File: src/hw/synth_fraction_phase_map.vh
/*
 * Address map, field positions and reset values of the fraction, modulus,
 * phase offset and pump current register slice.
 * Assumes byte-wide registers reached over the serial control port.
 */
`ifndef SYNTH_FRACTION_PHASE_MAP_VH
`define SYNTH_FRACTION_PHASE_MAP_VH

`define ADDR_INTEGER_LOW          8'h10
`define ADDR_FRACTION_PRIMARY_TOP 8'h16
`define ADDR_FRACTION_MIXED_LOW   8'h17
`define ADDR_FRACTION_AUX_HIGH    8'h18
`define ADDR_MODULUS_AUX_LOW      8'h19
`define ADDR_MODULUS_HIGH_PHASE   8'h1A
`define ADDR_PHASE_OFFSET_LOW     8'h1B
`define ADDR_PHASE_OFFSET_MID     8'h1C
`define ADDR_PHASE_OFFSET_HIGH    8'h1D
`define ADDR_PUMP_CURRENT_CTRL    8'h1E

`define RST_FRACTION_PRIMARY_TOP  8'h00
`define RST_FRACTION_MIXED_LOW    8'h00
`define RST_FRACTION_AUX_HIGH     7'h00
`define RST_MODULUS_AUX_LOW       8'hE8
`define RST_MODULUS_HIGH          6'h03
`define RST_PHASE_SHIFT_ENABLE    1'h0
`define RST_PHASE_OFFSET          24'h000000
`define RST_PHASE_OFFSET_BYTE     8'h00
`define RST_AUX_FRACTION          14'h0000
`define RST_PUMP_CURRENT_CTRL     8'h48
`define RST_PUMP_CURRENT_CODE     4'h4
`define RST_PUMP_CONFIG_LOW       4'h8

`define MASK_RESERVED_TOP         8'h7F

`define POS_PHASE_SHIFT_ENABLE    6
`define POS_PUMP_CURRENT_LSB      4
`define POS_PUMP_CURRENT_MSB      7
`define POS_PUMP_CONFIG_MSB       3
`define POS_PRIMARY_FRACTION_BIT24 0
`define POS_AUX_FRACTION_LOW_MSB  7
`define POS_AUX_FRACTION_LOW_LSB  1
`define POS_AUX_FRACTION_HIGH_MSB 6
`define POS_MODULUS_HIGH_MSB      5

`endif

File: src/hw/byte_reg.v
/*
 * One byte-wide software register with a synchronous reset value and a
 * write mask; masked-off bits hold zero.
 * Assumes one clock; writes come from the control port decode.
 */
`timescale 1ns/1ps

module byte_reg #(
    parameter [7:0] RESET_VALUE = 8'h00,
    parameter [7:0] WRITE_MASK  = 8'hFF
) (
    input  wire       sys_clk_i,
    input  wire       reset_i,
    input  wire       write_i,
    input  wire [7:0] data_i,
    output wire [7:0] value_o
);

    reg [7:0] value_reg;

    always @(posedge sys_clk_i)
    begin
        if (reset_i)
            value_reg <= RESET_VALUE & WRITE_MASK;
        else if (write_i)
            value_reg <= data_i & WRITE_MASK;
    end

    assign value_o = value_reg;

endmodule // byte_reg

File: src/hw/synth_fraction_phase_regs.v
/*
 * Register slice for the fractional divider words, phase offset and pump
 * current, with double buffering of the divider words.
 * Assumes the serial control port delivers one-cycle byte write strobes
 * and byte read addresses on sys_clk_i.
 */
`timescale 1ns/1ps
`include "synth_fraction_phase_map.vh"

// Behaviour
// - Primary fraction bits 24:16 in 0x16, 0x17.
// - Auxiliary fraction split across 0x17 and 0x18.
// - Auxiliary modulus in 0x19, 0x1A, reset 0x3E8.
// - Phase shift enable at 0x1A bit 6.
// - Phase shift is relative advance, not absolute.
// - Phase offset word spans 0x1B to 0x1D.
// - Pump current code at 0x1E bits 7:4.
// - Register 0x1E resets to 0x48 whole.
// - Divider words apply on integer low write.
module synth_fraction_phase_regs (
    input  wire        sys_clk_i,
    input  wire        reset_i,
    input  wire        wr_strobe_i,
    input  wire [7:0]  wr_addr_i,
    input  wire [7:0]  wr_data_i,
    input  wire [7:0]  rd_addr_i,
    output reg  [7:0]  rd_data_o,
    output reg         rd_hit_o,
    output reg  [8:0]  primary_fraction_top_o,
    output reg  [13:0] auxiliary_fraction_word_o,
    output reg  [13:0] auxiliary_modulus_word_o,
    output reg         phase_shift_enable_o,
    output reg  [23:0] phase_offset_word_o,
    output reg         phase_advance_pulse_o,
    output reg  [3:0]  pump_current_code_o,
    output reg  [3:0]  pump_config_low_o
);

    wire [7:0] fraction_primary_top;
    wire [7:0] fraction_mixed_low;
    wire [7:0] fraction_aux_high;
    wire [7:0] modulus_aux_low;
    wire [7:0] modulus_high_phase_ctrl;
    wire [7:0] phase_offset_low;
    wire [7:0] phase_offset_mid;
    wire [7:0] phase_offset_high;
    wire [7:0] pump_current_ctrl;
    reg  [7:0] rd_data_next;
    reg        rd_hit_next;

    // One strobe per cycle, so at most one register decodes a hit.
    function wr_hit;
        input [7:0] addr;
        begin
            wr_hit = wr_strobe_i && (wr_addr_i == addr);
        end
    endfunction

    byte_reg #(.RESET_VALUE(`RST_FRACTION_PRIMARY_TOP), .WRITE_MASK(8'hFF)) u_frac_top (
        .sys_clk_i (sys_clk_i),
        .reset_i   (reset_i),
        .write_i   (wr_hit(`ADDR_FRACTION_PRIMARY_TOP)),
        .data_i    (wr_data_i),
        .value_o   (fraction_primary_top)
    );

    byte_reg #(.RESET_VALUE(`RST_FRACTION_MIXED_LOW), .WRITE_MASK(8'hFF)) u_frac_mixed (
        .sys_clk_i (sys_clk_i),
        .reset_i   (reset_i),
        .write_i   (wr_hit(`ADDR_FRACTION_MIXED_LOW)),
        .data_i    (wr_data_i),
        .value_o   (fraction_mixed_low)
    );

    // Bit 7 is reserved: the mask keeps it at zero whatever software writes.
    byte_reg #(
        .RESET_VALUE({1'b0, `RST_FRACTION_AUX_HIGH}),
        .WRITE_MASK (`MASK_RESERVED_TOP)
    ) u_aux_high (
        .sys_clk_i (sys_clk_i),
        .reset_i   (reset_i),
        .write_i   (wr_hit(`ADDR_FRACTION_AUX_HIGH)),
        .data_i    (wr_data_i),
        .value_o   (fraction_aux_high)
    );

    byte_reg #(.RESET_VALUE(`RST_MODULUS_AUX_LOW), .WRITE_MASK(8'hFF)) u_mod_low (
        .sys_clk_i (sys_clk_i),
        .reset_i   (reset_i),
        .write_i   (wr_hit(`ADDR_MODULUS_AUX_LOW)),
        .data_i    (wr_data_i),
        .value_o   (modulus_aux_low)
    );

    // Bit 7 is masked off so it holds zero; bit 6 is the enable.
    byte_reg #(
        .RESET_VALUE({1'b0, `RST_PHASE_SHIFT_ENABLE, `RST_MODULUS_HIGH}),
        .WRITE_MASK (`MASK_RESERVED_TOP)
    ) u_mod_high (
        .sys_clk_i (sys_clk_i),
        .reset_i   (reset_i),
        .write_i   (wr_hit(`ADDR_MODULUS_HIGH_PHASE)),
        .data_i    (wr_data_i),
        .value_o   (modulus_high_phase_ctrl)
    );

    // The offset bytes are not double buffered; each one reaches
    // phase_offset_word_o one cycle after it is written.
    byte_reg #(.RESET_VALUE(`RST_PHASE_OFFSET_BYTE), .WRITE_MASK(8'hFF)) u_phase_low (
        .sys_clk_i (sys_clk_i),
        .reset_i   (reset_i),
        .write_i   (wr_hit(`ADDR_PHASE_OFFSET_LOW)),
        .data_i    (wr_data_i),
        .value_o   (phase_offset_low)
    );

    byte_reg #(.RESET_VALUE(`RST_PHASE_OFFSET_BYTE), .WRITE_MASK(8'hFF)) u_phase_mid (
        .sys_clk_i (sys_clk_i),
        .reset_i   (reset_i),
        .write_i   (wr_hit(`ADDR_PHASE_OFFSET_MID)),
        .data_i    (wr_data_i),
        .value_o   (phase_offset_mid)
    );

    byte_reg #(.RESET_VALUE(`RST_PHASE_OFFSET_BYTE), .WRITE_MASK(8'hFF)) u_phase_high (
        .sys_clk_i (sys_clk_i),
        .reset_i   (reset_i),
        .write_i   (wr_hit(`ADDR_PHASE_OFFSET_HIGH)),
        .data_i    (wr_data_i),
        .value_o   (phase_offset_high)
    );

    byte_reg #(.RESET_VALUE(`RST_PUMP_CURRENT_CTRL), .WRITE_MASK(8'hFF)) u_pump (
        .sys_clk_i (sys_clk_i),
        .reset_i   (reset_i),
        .write_i   (wr_hit(`ADDR_PUMP_CURRENT_CTRL)),
        .data_i    (wr_data_i),
        .value_o   (pump_current_ctrl)
    );

    // Divider words are shadowed so a multi-byte update never reaches the
    // divider half written; only the integer low byte write commits them.
    always @(posedge sys_clk_i)
    begin
        if (reset_i)
        begin
            primary_fraction_top_o    <= {1'b0, `RST_FRACTION_PRIMARY_TOP};
            auxiliary_fraction_word_o <= `RST_AUX_FRACTION;
            auxiliary_modulus_word_o  <= {`RST_MODULUS_HIGH, `RST_MODULUS_AUX_LOW};
        end
        else if (wr_hit(`ADDR_INTEGER_LOW))
        begin
            primary_fraction_top_o    <= {fraction_mixed_low[`POS_PRIMARY_FRACTION_BIT24],
                                          fraction_primary_top};
            auxiliary_fraction_word_o <= {fraction_aux_high[`POS_AUX_FRACTION_HIGH_MSB:0],
                                          fraction_mixed_low[`POS_AUX_FRACTION_LOW_MSB:
                                                             `POS_AUX_FRACTION_LOW_LSB]};
            auxiliary_modulus_word_o  <= {modulus_high_phase_ctrl[`POS_MODULUS_HIGH_MSB:0],
                                          modulus_aux_low};
        end
    end

    // A phase shift is a relative advance: one pulse is issued each time the
    // top offset byte is written while enabled, so the loop adds the offset
    // to its present phase instead of loading it.
    always @(posedge sys_clk_i)
    begin
        if (reset_i)
        begin
            phase_shift_enable_o  <= `RST_PHASE_SHIFT_ENABLE;
            phase_offset_word_o   <= `RST_PHASE_OFFSET;
            phase_advance_pulse_o <= 1'b0;
            pump_current_code_o   <= `RST_PUMP_CURRENT_CODE;
            pump_config_low_o     <= `RST_PUMP_CONFIG_LOW;
        end
        else
        begin
            phase_shift_enable_o  <= modulus_high_phase_ctrl[`POS_PHASE_SHIFT_ENABLE];
            phase_offset_word_o   <= {phase_offset_high, phase_offset_mid,
                                      phase_offset_low};
            phase_advance_pulse_o <= modulus_high_phase_ctrl[`POS_PHASE_SHIFT_ENABLE]
                                     && wr_hit(`ADDR_PHASE_OFFSET_HIGH);
            pump_current_code_o   <= pump_current_ctrl[`POS_PUMP_CURRENT_MSB:
                                                       `POS_PUMP_CURRENT_LSB];
            pump_config_low_o     <= pump_current_ctrl[`POS_PUMP_CONFIG_MSB:0];
        end
    end

    // Reads are registered so rd_data_o comes straight from a flop; the
    // value shown belongs to the address presented one cycle earlier.
    always @*
    begin
        rd_hit_next  = 1'b1;
        rd_data_next = 8'h00;
        case (rd_addr_i)
            `ADDR_FRACTION_PRIMARY_TOP: rd_data_next = fraction_primary_top;
            `ADDR_FRACTION_MIXED_LOW:   rd_data_next = fraction_mixed_low;
            `ADDR_FRACTION_AUX_HIGH:    rd_data_next = fraction_aux_high;
            `ADDR_MODULUS_AUX_LOW:      rd_data_next = modulus_aux_low;
            `ADDR_MODULUS_HIGH_PHASE:   rd_data_next = modulus_high_phase_ctrl;
            `ADDR_PHASE_OFFSET_LOW:     rd_data_next = phase_offset_low;
            `ADDR_PHASE_OFFSET_MID:     rd_data_next = phase_offset_mid;
            `ADDR_PHASE_OFFSET_HIGH:    rd_data_next = phase_offset_high;
            `ADDR_PUMP_CURRENT_CTRL:    rd_data_next = pump_current_ctrl;
            default:                    rd_hit_next  = 1'b0;
        endcase
    end

    always @(posedge sys_clk_i)
    begin
        if (reset_i)
        begin
            rd_data_o <= 8'h00;
            rd_hit_o  <= 1'b0;
        end
        else
        begin
            rd_data_o <= rd_data_next;
            rd_hit_o  <= rd_hit_next;
        end
    end

endmodule // synth_fraction_phase_regs

File: config.mk
export PLATFORM = sky130hd
export DESIGN_NAME = synth_fraction_phase_regs
export DESIGN_NICKNAME = d
export VERILOG_FILES = /design/src/hw/byte_reg.v /design/src/hw/synth_fraction_phase_regs.v
export VERILOG_INCLUDE_DIRS = /design/src /design/src/hw
export SDC_FILE = /design/constraint.sdc
export NUM_CORES = 1
export LEC_CHECK = 0
export BUFFER_PORTS_ARGS = -buffer_cell sky130_fd_sc_hd__buf_2
export CORE_UTILIZATION = 25
export CTS_CLUSTER_SIZE = 30
export DETAILED_ROUTE_END_ITERATION = 16
export GPL_TIMING_DRIVEN = 0
export PLACE_DENSITY = 0.5
export SYNTH_ARGS = -nofsm -noshare
export SYNTH_HDL_FRONTEND = slang
export SYNTH_HIERARCHICAL = 1
export SYNTH_SLANG_ARGS = --single-unit
File: constraint.sdc
create_clock -name sys_clk_i -period 1.5 [get_ports sys_clk_i]
set_input_delay 0.15 -clock sys_clk_i [delete_from_list [all_inputs] [get_ports sys_clk_i]]
set_output_delay 0.15 -clock sys_clk_i [all_outputs]
set_load 0.05 [all_outputs]
* Word-level counts from Yosys, hierarchy flattened
Index checks and enable logic that the tools add are counted.
** Cells by class
- Equality and inequality tests :: 19
- Multiplexer cells :: 2
- Reductions and logical operators :: 12
** Operators by type and width (number)
- == test 8 x 5 -> 1 bit, second input constant :: 19
- case mux 8 bit (9 select lines) :: 1
- logical AND 1 bit :: 11
- OR reduction 9 bit :: 1
- 2-to-1 mux 1 bit :: 1
** Word-level totals
- Register bits :: 150
- Bits of input ports :: 27
- Output and inout port bits :: 80

* Logic depth before layout (Yosys ltp)
- Word-level depth :: 3
- Gate-level depth with buffers :: 7

* Hierarchy
Netlist, hierarchy kept.
** Modules (own cells, without submodules)
- synth_fraction_phase_regs :: instances 1, cells each 357, area an instance 3248.1 µm², seq. area each 1601.5 µm²
- byte_reg at u_frac_mixed ... :: instances 5, cells each 26, area an instance 285.3 µm², seq. area each 160.2 µm²
- byte_reg at u_mod_low :: instances 1, cells each 26, area an instance 296.5 µm², seq. area each 160.2 µm²
- byte_reg at u_pump :: instances 1, cells each 26, area an instance 292.8 µm², seq. area each 160.2 µm²
- byte_reg at u_mod_high :: instances 1, cells each 24, area an instance 261.5 µm², seq. area each 140.1 µm²
- byte_reg at u_aux_high :: instances 1, cells each 24, area an instance 259.0 µm², seq. area each 140.1 µm²

* Worst setup path before layout
Ideal clock, no wire load.
- Kind :: input to register
- From :: input rd_addr_i[3]
- To :: register rd_data_o[5]
- Library setup time :: 0.126 ns
- Arrival :: 1.359 ns
- Data required time :: 1.374 ns
- Slack :: 0.014 ns
- Stages :: 6
- Buffers on the path :: 2
- Cell sequence :: buf_2 clkbuf_1 mux2_2 a22o_1 a221oi_1 nor2_1
** Between the ends
- Word-level cells in the longest chain between the ends :: 2
- Elaborated cells on any way between the ends :: 10
- Classes of those cells :: 9 x eq/ne; 1 x mux
** RTL lines
- from (decl) :: RTL line synth_fraction_phase_regs.v:26 : input wire [7:0] rd_addr_i,
- == test 8 x 5 -> 1 bit :: RTL line synth_fraction_phase_regs.v:195 : case (rd_addr_i)
- case mux 8 bit (9 select lines) (*) :: RTL line synth_fraction_phase_regs.v:195
- to (signal assigned) :: RTL line synth_fraction_phase_regs.v:218 : rd_data_o <= rd_data_next;
- to (decl) :: RTL line synth_fraction_phase_regs.v:27 : output reg [7:0] rd_data_o,
Every way passes the cells marked *; elsewhere a longest branch is shown, timed or not.
A chain may end at the register's enable or synchronous reset.

* Worst setup path in the final report
- From :: input wr_addr_i[6]
- To :: register u_phase_high.value_reg[4], in the netlist u_phase_high/value_o[4]
** Between the ends
- Word-level cells in the longest chain between the ends :: 2
** RTL lines
- from (decl) :: RTL line synth_fraction_phase_regs.v:24 : input wire [7:0] wr_addr_i,
- == test 8 x 5 -> 1 bit :: RTL line synth_fraction_phase_regs.v:55 : wr_hit = wr_strobe_i && (wr_addr_i == addr);
- logical AND 1 bit :: RTL line synth_fraction_phase_regs.v:55
- to (signal assigned) :: RTL line byte_reg.v:24 : value_reg <= RESET_VALUE & WRITE_MASK;
- to (signal assigned) :: RTL line byte_reg.v:26 : value_reg <= data_i & WRITE_MASK;
- to (decl) :: RTL line byte_reg.v:19 : reg [7:0] value_reg;
No other way between the ends.

==> results.md <==
- Placed cell area: 6660 sq um
- Placed wire-length estimate after detailed placement: 12,800 um
- Via count of the first global-routing pass: 4,388
- Proportion of layout cells with a drive suffix above 1: 0.262
- Vias after detailed routing: 4,400
- Routability cong.: 0.814
- Global-route wire length before repair: 26,600 um
- Fmax: 0.694 GHz
- PwrDens: 1130 nW/um^2
- Final nets: 740
- Row count: 55
- Hold Path Class: input port to flop
- Post-synthesis sequential area ratio: 0.519
- Warnings from Yosys: 6
- Final-layout worst hold slack: 175 ps
- Number of H-tree levels: 4
- Total of fill cells in the finished design: 2,369
- Synth Instances: 587
- Die W: 154 um
- Setup-violating endpoint count in the final report: 0
- Multi-input logic area: 2530 sq um
- Finished Layout Cells: 1,011
- Peak fanout along the critical path: 8
- Worst-case reg-to-reg path depth: 4
- Period utilization: 0.960
- Count of flip-flops with a built-in enable after synthesis: 0
- Post-Syn Nets: 614
- Crit Path Category: input port to flop
- Clock network latency to the later pin of the worst-skew pair: 420 ps
- Drt first pass iters: 4
- PortBufs: 104
- Antenna violations before repair: 0
- Clock input transition at the sequential cells of the worst setup and hold paths: 60 ps
- Count of placed standard cells including taps: 976
- Fin crit period: 1440 ps
- TritonCTS buffer count: 17
- Total congestion overflow after global routing: 0
- MaxCap Viol Count: 0
- Wire per inst: 17.3 um
- Cell seen most often among critical-path stages: nor2_1
- Total detailed-routing wirelength: 17,500 um
- Post-Synthesis Mean Instance Area: 9.85 sq um
- Hold Violations, Final: 0
- Leakage power total: 2.77 nW
- Total area of sequential cells: 3000 sq um
- Initial detailed-routing violation count: 214
- Cell with the biggest individual delay on the critical path: nor2_1
- Largest voltage drop on the vdd net: 0.000638 V
- Required time of the critical path: 1800 ps
- DRC: 0
- Slew Limit Headroom: 0.592
- ANT nets after route: 0
- Library cell used as clock root buffer: clkbuf_16
- Layout Area Growth over Synthesis: 25.3%
- Initial core utilization: 0.255
- Design Area, Final: 7250 sq um
- Overall die area: 23,700 sq um
- Number of distinct library cell variants in the gate-level netlist after synthesis: 38
- Clock buffer depth: 2
- Critical Path Max Stage Delay: 310 ps
- Top Ports: 107
- CTS tree: yes
- Cells along the critical path: buf_2, nand4bb_1, nor2_2, nand3_1, nor2_1, buf_6, mux2i_1, nor2_1
- Mapped Area: 5780 sq um
- Final setup margin: 59.6 ps
- Final Slew Violations: 0
- Commonest register cell after synthesis: dfxtp_1
- Core box area: 22,600 sq um
- Number of antenna repair diodes: 0
- Number of sinks on the clock net: 150
- Flops & latches, synth: 150
- Worst clock skew: 7.33 ps
- Largest net degree at the start of global routing: 27
- Fraction of registers with async set/reset: 0
- Vertical die dimension: 154 um
- Mean number of vias per cell: 4.35
- Type of origin of the critical path: input port
- Min-Delay Path Depth: 4
- Slew @ Worst Pin: 612 ps
- Endpoint arrival time on the critical path: 1740 ps
- Worst setup slack before clock tree synthesis: -608 ps
- Share of the core filled with cells in the final layout: 0.320
- Overall global routing resource usage: 0.152
- Outcome: finished clean
- Crit end category: flop
-- through the flow --
stage	power, mW	TNS [ps]
2_1_floorplan	4.24	0
3_3_place_gp	4.40	-40370
3_5_place_dp	4.40	-42550
4_1_cts	8.27	0
5_1_grt	8.47	-1.35
6_report	8.19	0
-- where the power goes --
| part | internal, mW | leakage [nW] | switching [mW] |
|---|---|---|---|
| clock network | 2.15 | 0.252 | 1.72 |
| registers | 3.99 | 1.21 | 0.00299 |
| logic | 0.0928 | 1.31 | 0.230 |
-- worst paths after layout --
path | startpoint | end | slack (ps)
min reg2reg | auxiliary_modulus_word_o[1]$_SDFFE_PP0P_ | auxiliary_modulus_word_o[1]$_SDFFE_PP0P_ | 450
max | wr_addr_i[6] | u_phase_high/value_o[4]$_SDFFE_PP0P_ | 60
max reg2reg | u_frac_top/value_o[7]$_SDFFE_PP0P_ | rd_data_o[7]$_SDFF_PP0_ | 90
min | rd_addr_i[4] | rd_hit_o$_SDFF_PP0_ | 170
-- layout make-up --
class	count	share of cell area
clock inverter	12	0.0112
tap	285	0.0492
multi-input combinational	393	0.349
clock buffer	20	0.0616
timing repair buffer	107	0.0749
sequential	150	0.414
inverter	1	0.000518
buffer	43	0.0389
-- registers in the layout, indices dropped and copies added (netlist names) --
register / count
rd_hit_o: 1
primary_fraction_top_o: 9
pump_current_code_o: 4
u_aux_high/value_o: 7
u_mod_low/value_o: 8
phase_offset_word_o: 24
u_phase_low/value_o: 8
u_frac_top/value_o: 8
u_phase_mid/value_o: 8
rd_data_o: 8
pump_config_low_o: 4
phase_shift_enable_o: 1
auxiliary_fraction_word_o: 14
u_phase_high/value_o: 8
phase_advance_pulse_o: 1
u_pump/value_o: 8
auxiliary_modulus_word_o: 14
u_mod_high/value_o: 7
u_frac_mixed/value_o: 8
-- layer usage --
layer,part of all wire,global-route usage
met2,0.46,0.239
met1,0.50,0.204
met5,0,0
met4,0.011,0.0505
met3,0.036,0.0364
-- repair_timing --
| item | CTS | global route |
|---|---|---|
| endpoints found under the setup margin | 20 | 61 |
| gates resized for setup | 2 | 10 |
| pin swaps | 1 | 1 |
| hold buffers | 0 | 0 |
| buffers inserted | 1 | 2 |
-- cell families after synthesis --
logic type             count (synthesis)  synth area share
muxes                                 83             0.145
buffers and inverters                 44            0.0487
other                                  2           0.00130
and+or+nand+nor                      233             0.201
AOI/OAI and AO/OA                     75            0.0852
DFF                                  150             0.519
-- cells in the final DEF, fill, tap and decap left out, types with 3 or more instances in the layout --
| cell | instances |
|---|---|
| mux2_2 | 7 |
| nand2_1 | 65 |
| o22ai_1 | 6 |
| a221oi_1 | 5 |
| a21oi_1 | 39 |
| a211o_1 | 8 |
| clkbuf_2 | 3 |
| clkinvlp_4 | 4 |
| clkbuf_16 | 17 |
| nor2_2 | 3 |
| nor2_1 | 81 |
| dfxtp_1 | 150 |
| buf_1 | 7 |
| buf_6 | 12 |
| buf_2 | 110 |
| buf_4 | 5 |
| nor3_2 | 7 |
| nand3b_1 | 11 |
| clkbuf_1 | 14 |
| nor2b_1 | 39 |
| nor2b_2 | 4 |
| clkinv_2 | 5 |
| mux2i_1 | 76 |
| nor3_1 | 7 |
| a22o_1 | 14 |
-- critical path, delay by kind of cell --
kind | cells | cell delay [ps]
simple gates | 5 | 1090
buf+inv | 2 | 300
mux | 1 | 190
-- cell usage after synthesis, types with 4 or more instances --
cell type / instances / area share
nor2b_1: 39 / 0.042
o22ai_1: 6 / 0.0065
buf_1: 7 / 0.0045
a221oi_1: 6 / 0.0091
a22o_1: 14 / 0.021
nor3_2: 6 / 0.010
buf_6: 12 / 0.023
dfxtp_1: 150 / 0.52
nand2_1: 65 / 0.042
nor3_1: 9 / 0.0078
buf_2: 6 / 0.0052
mux2_2: 7 / 0.014
a211o_1: 8 / 0.012
clkbuf_1: 15 / 0.0097
nor2b_2: 4 / 0.0061
a21oi_1: 39 / 0.034
nand3b_1: 11 / 0.014
mux2i_1: 76 / 0.13
nor2_1: 84 / 0.055
Power figures use the tool's default switching activity.
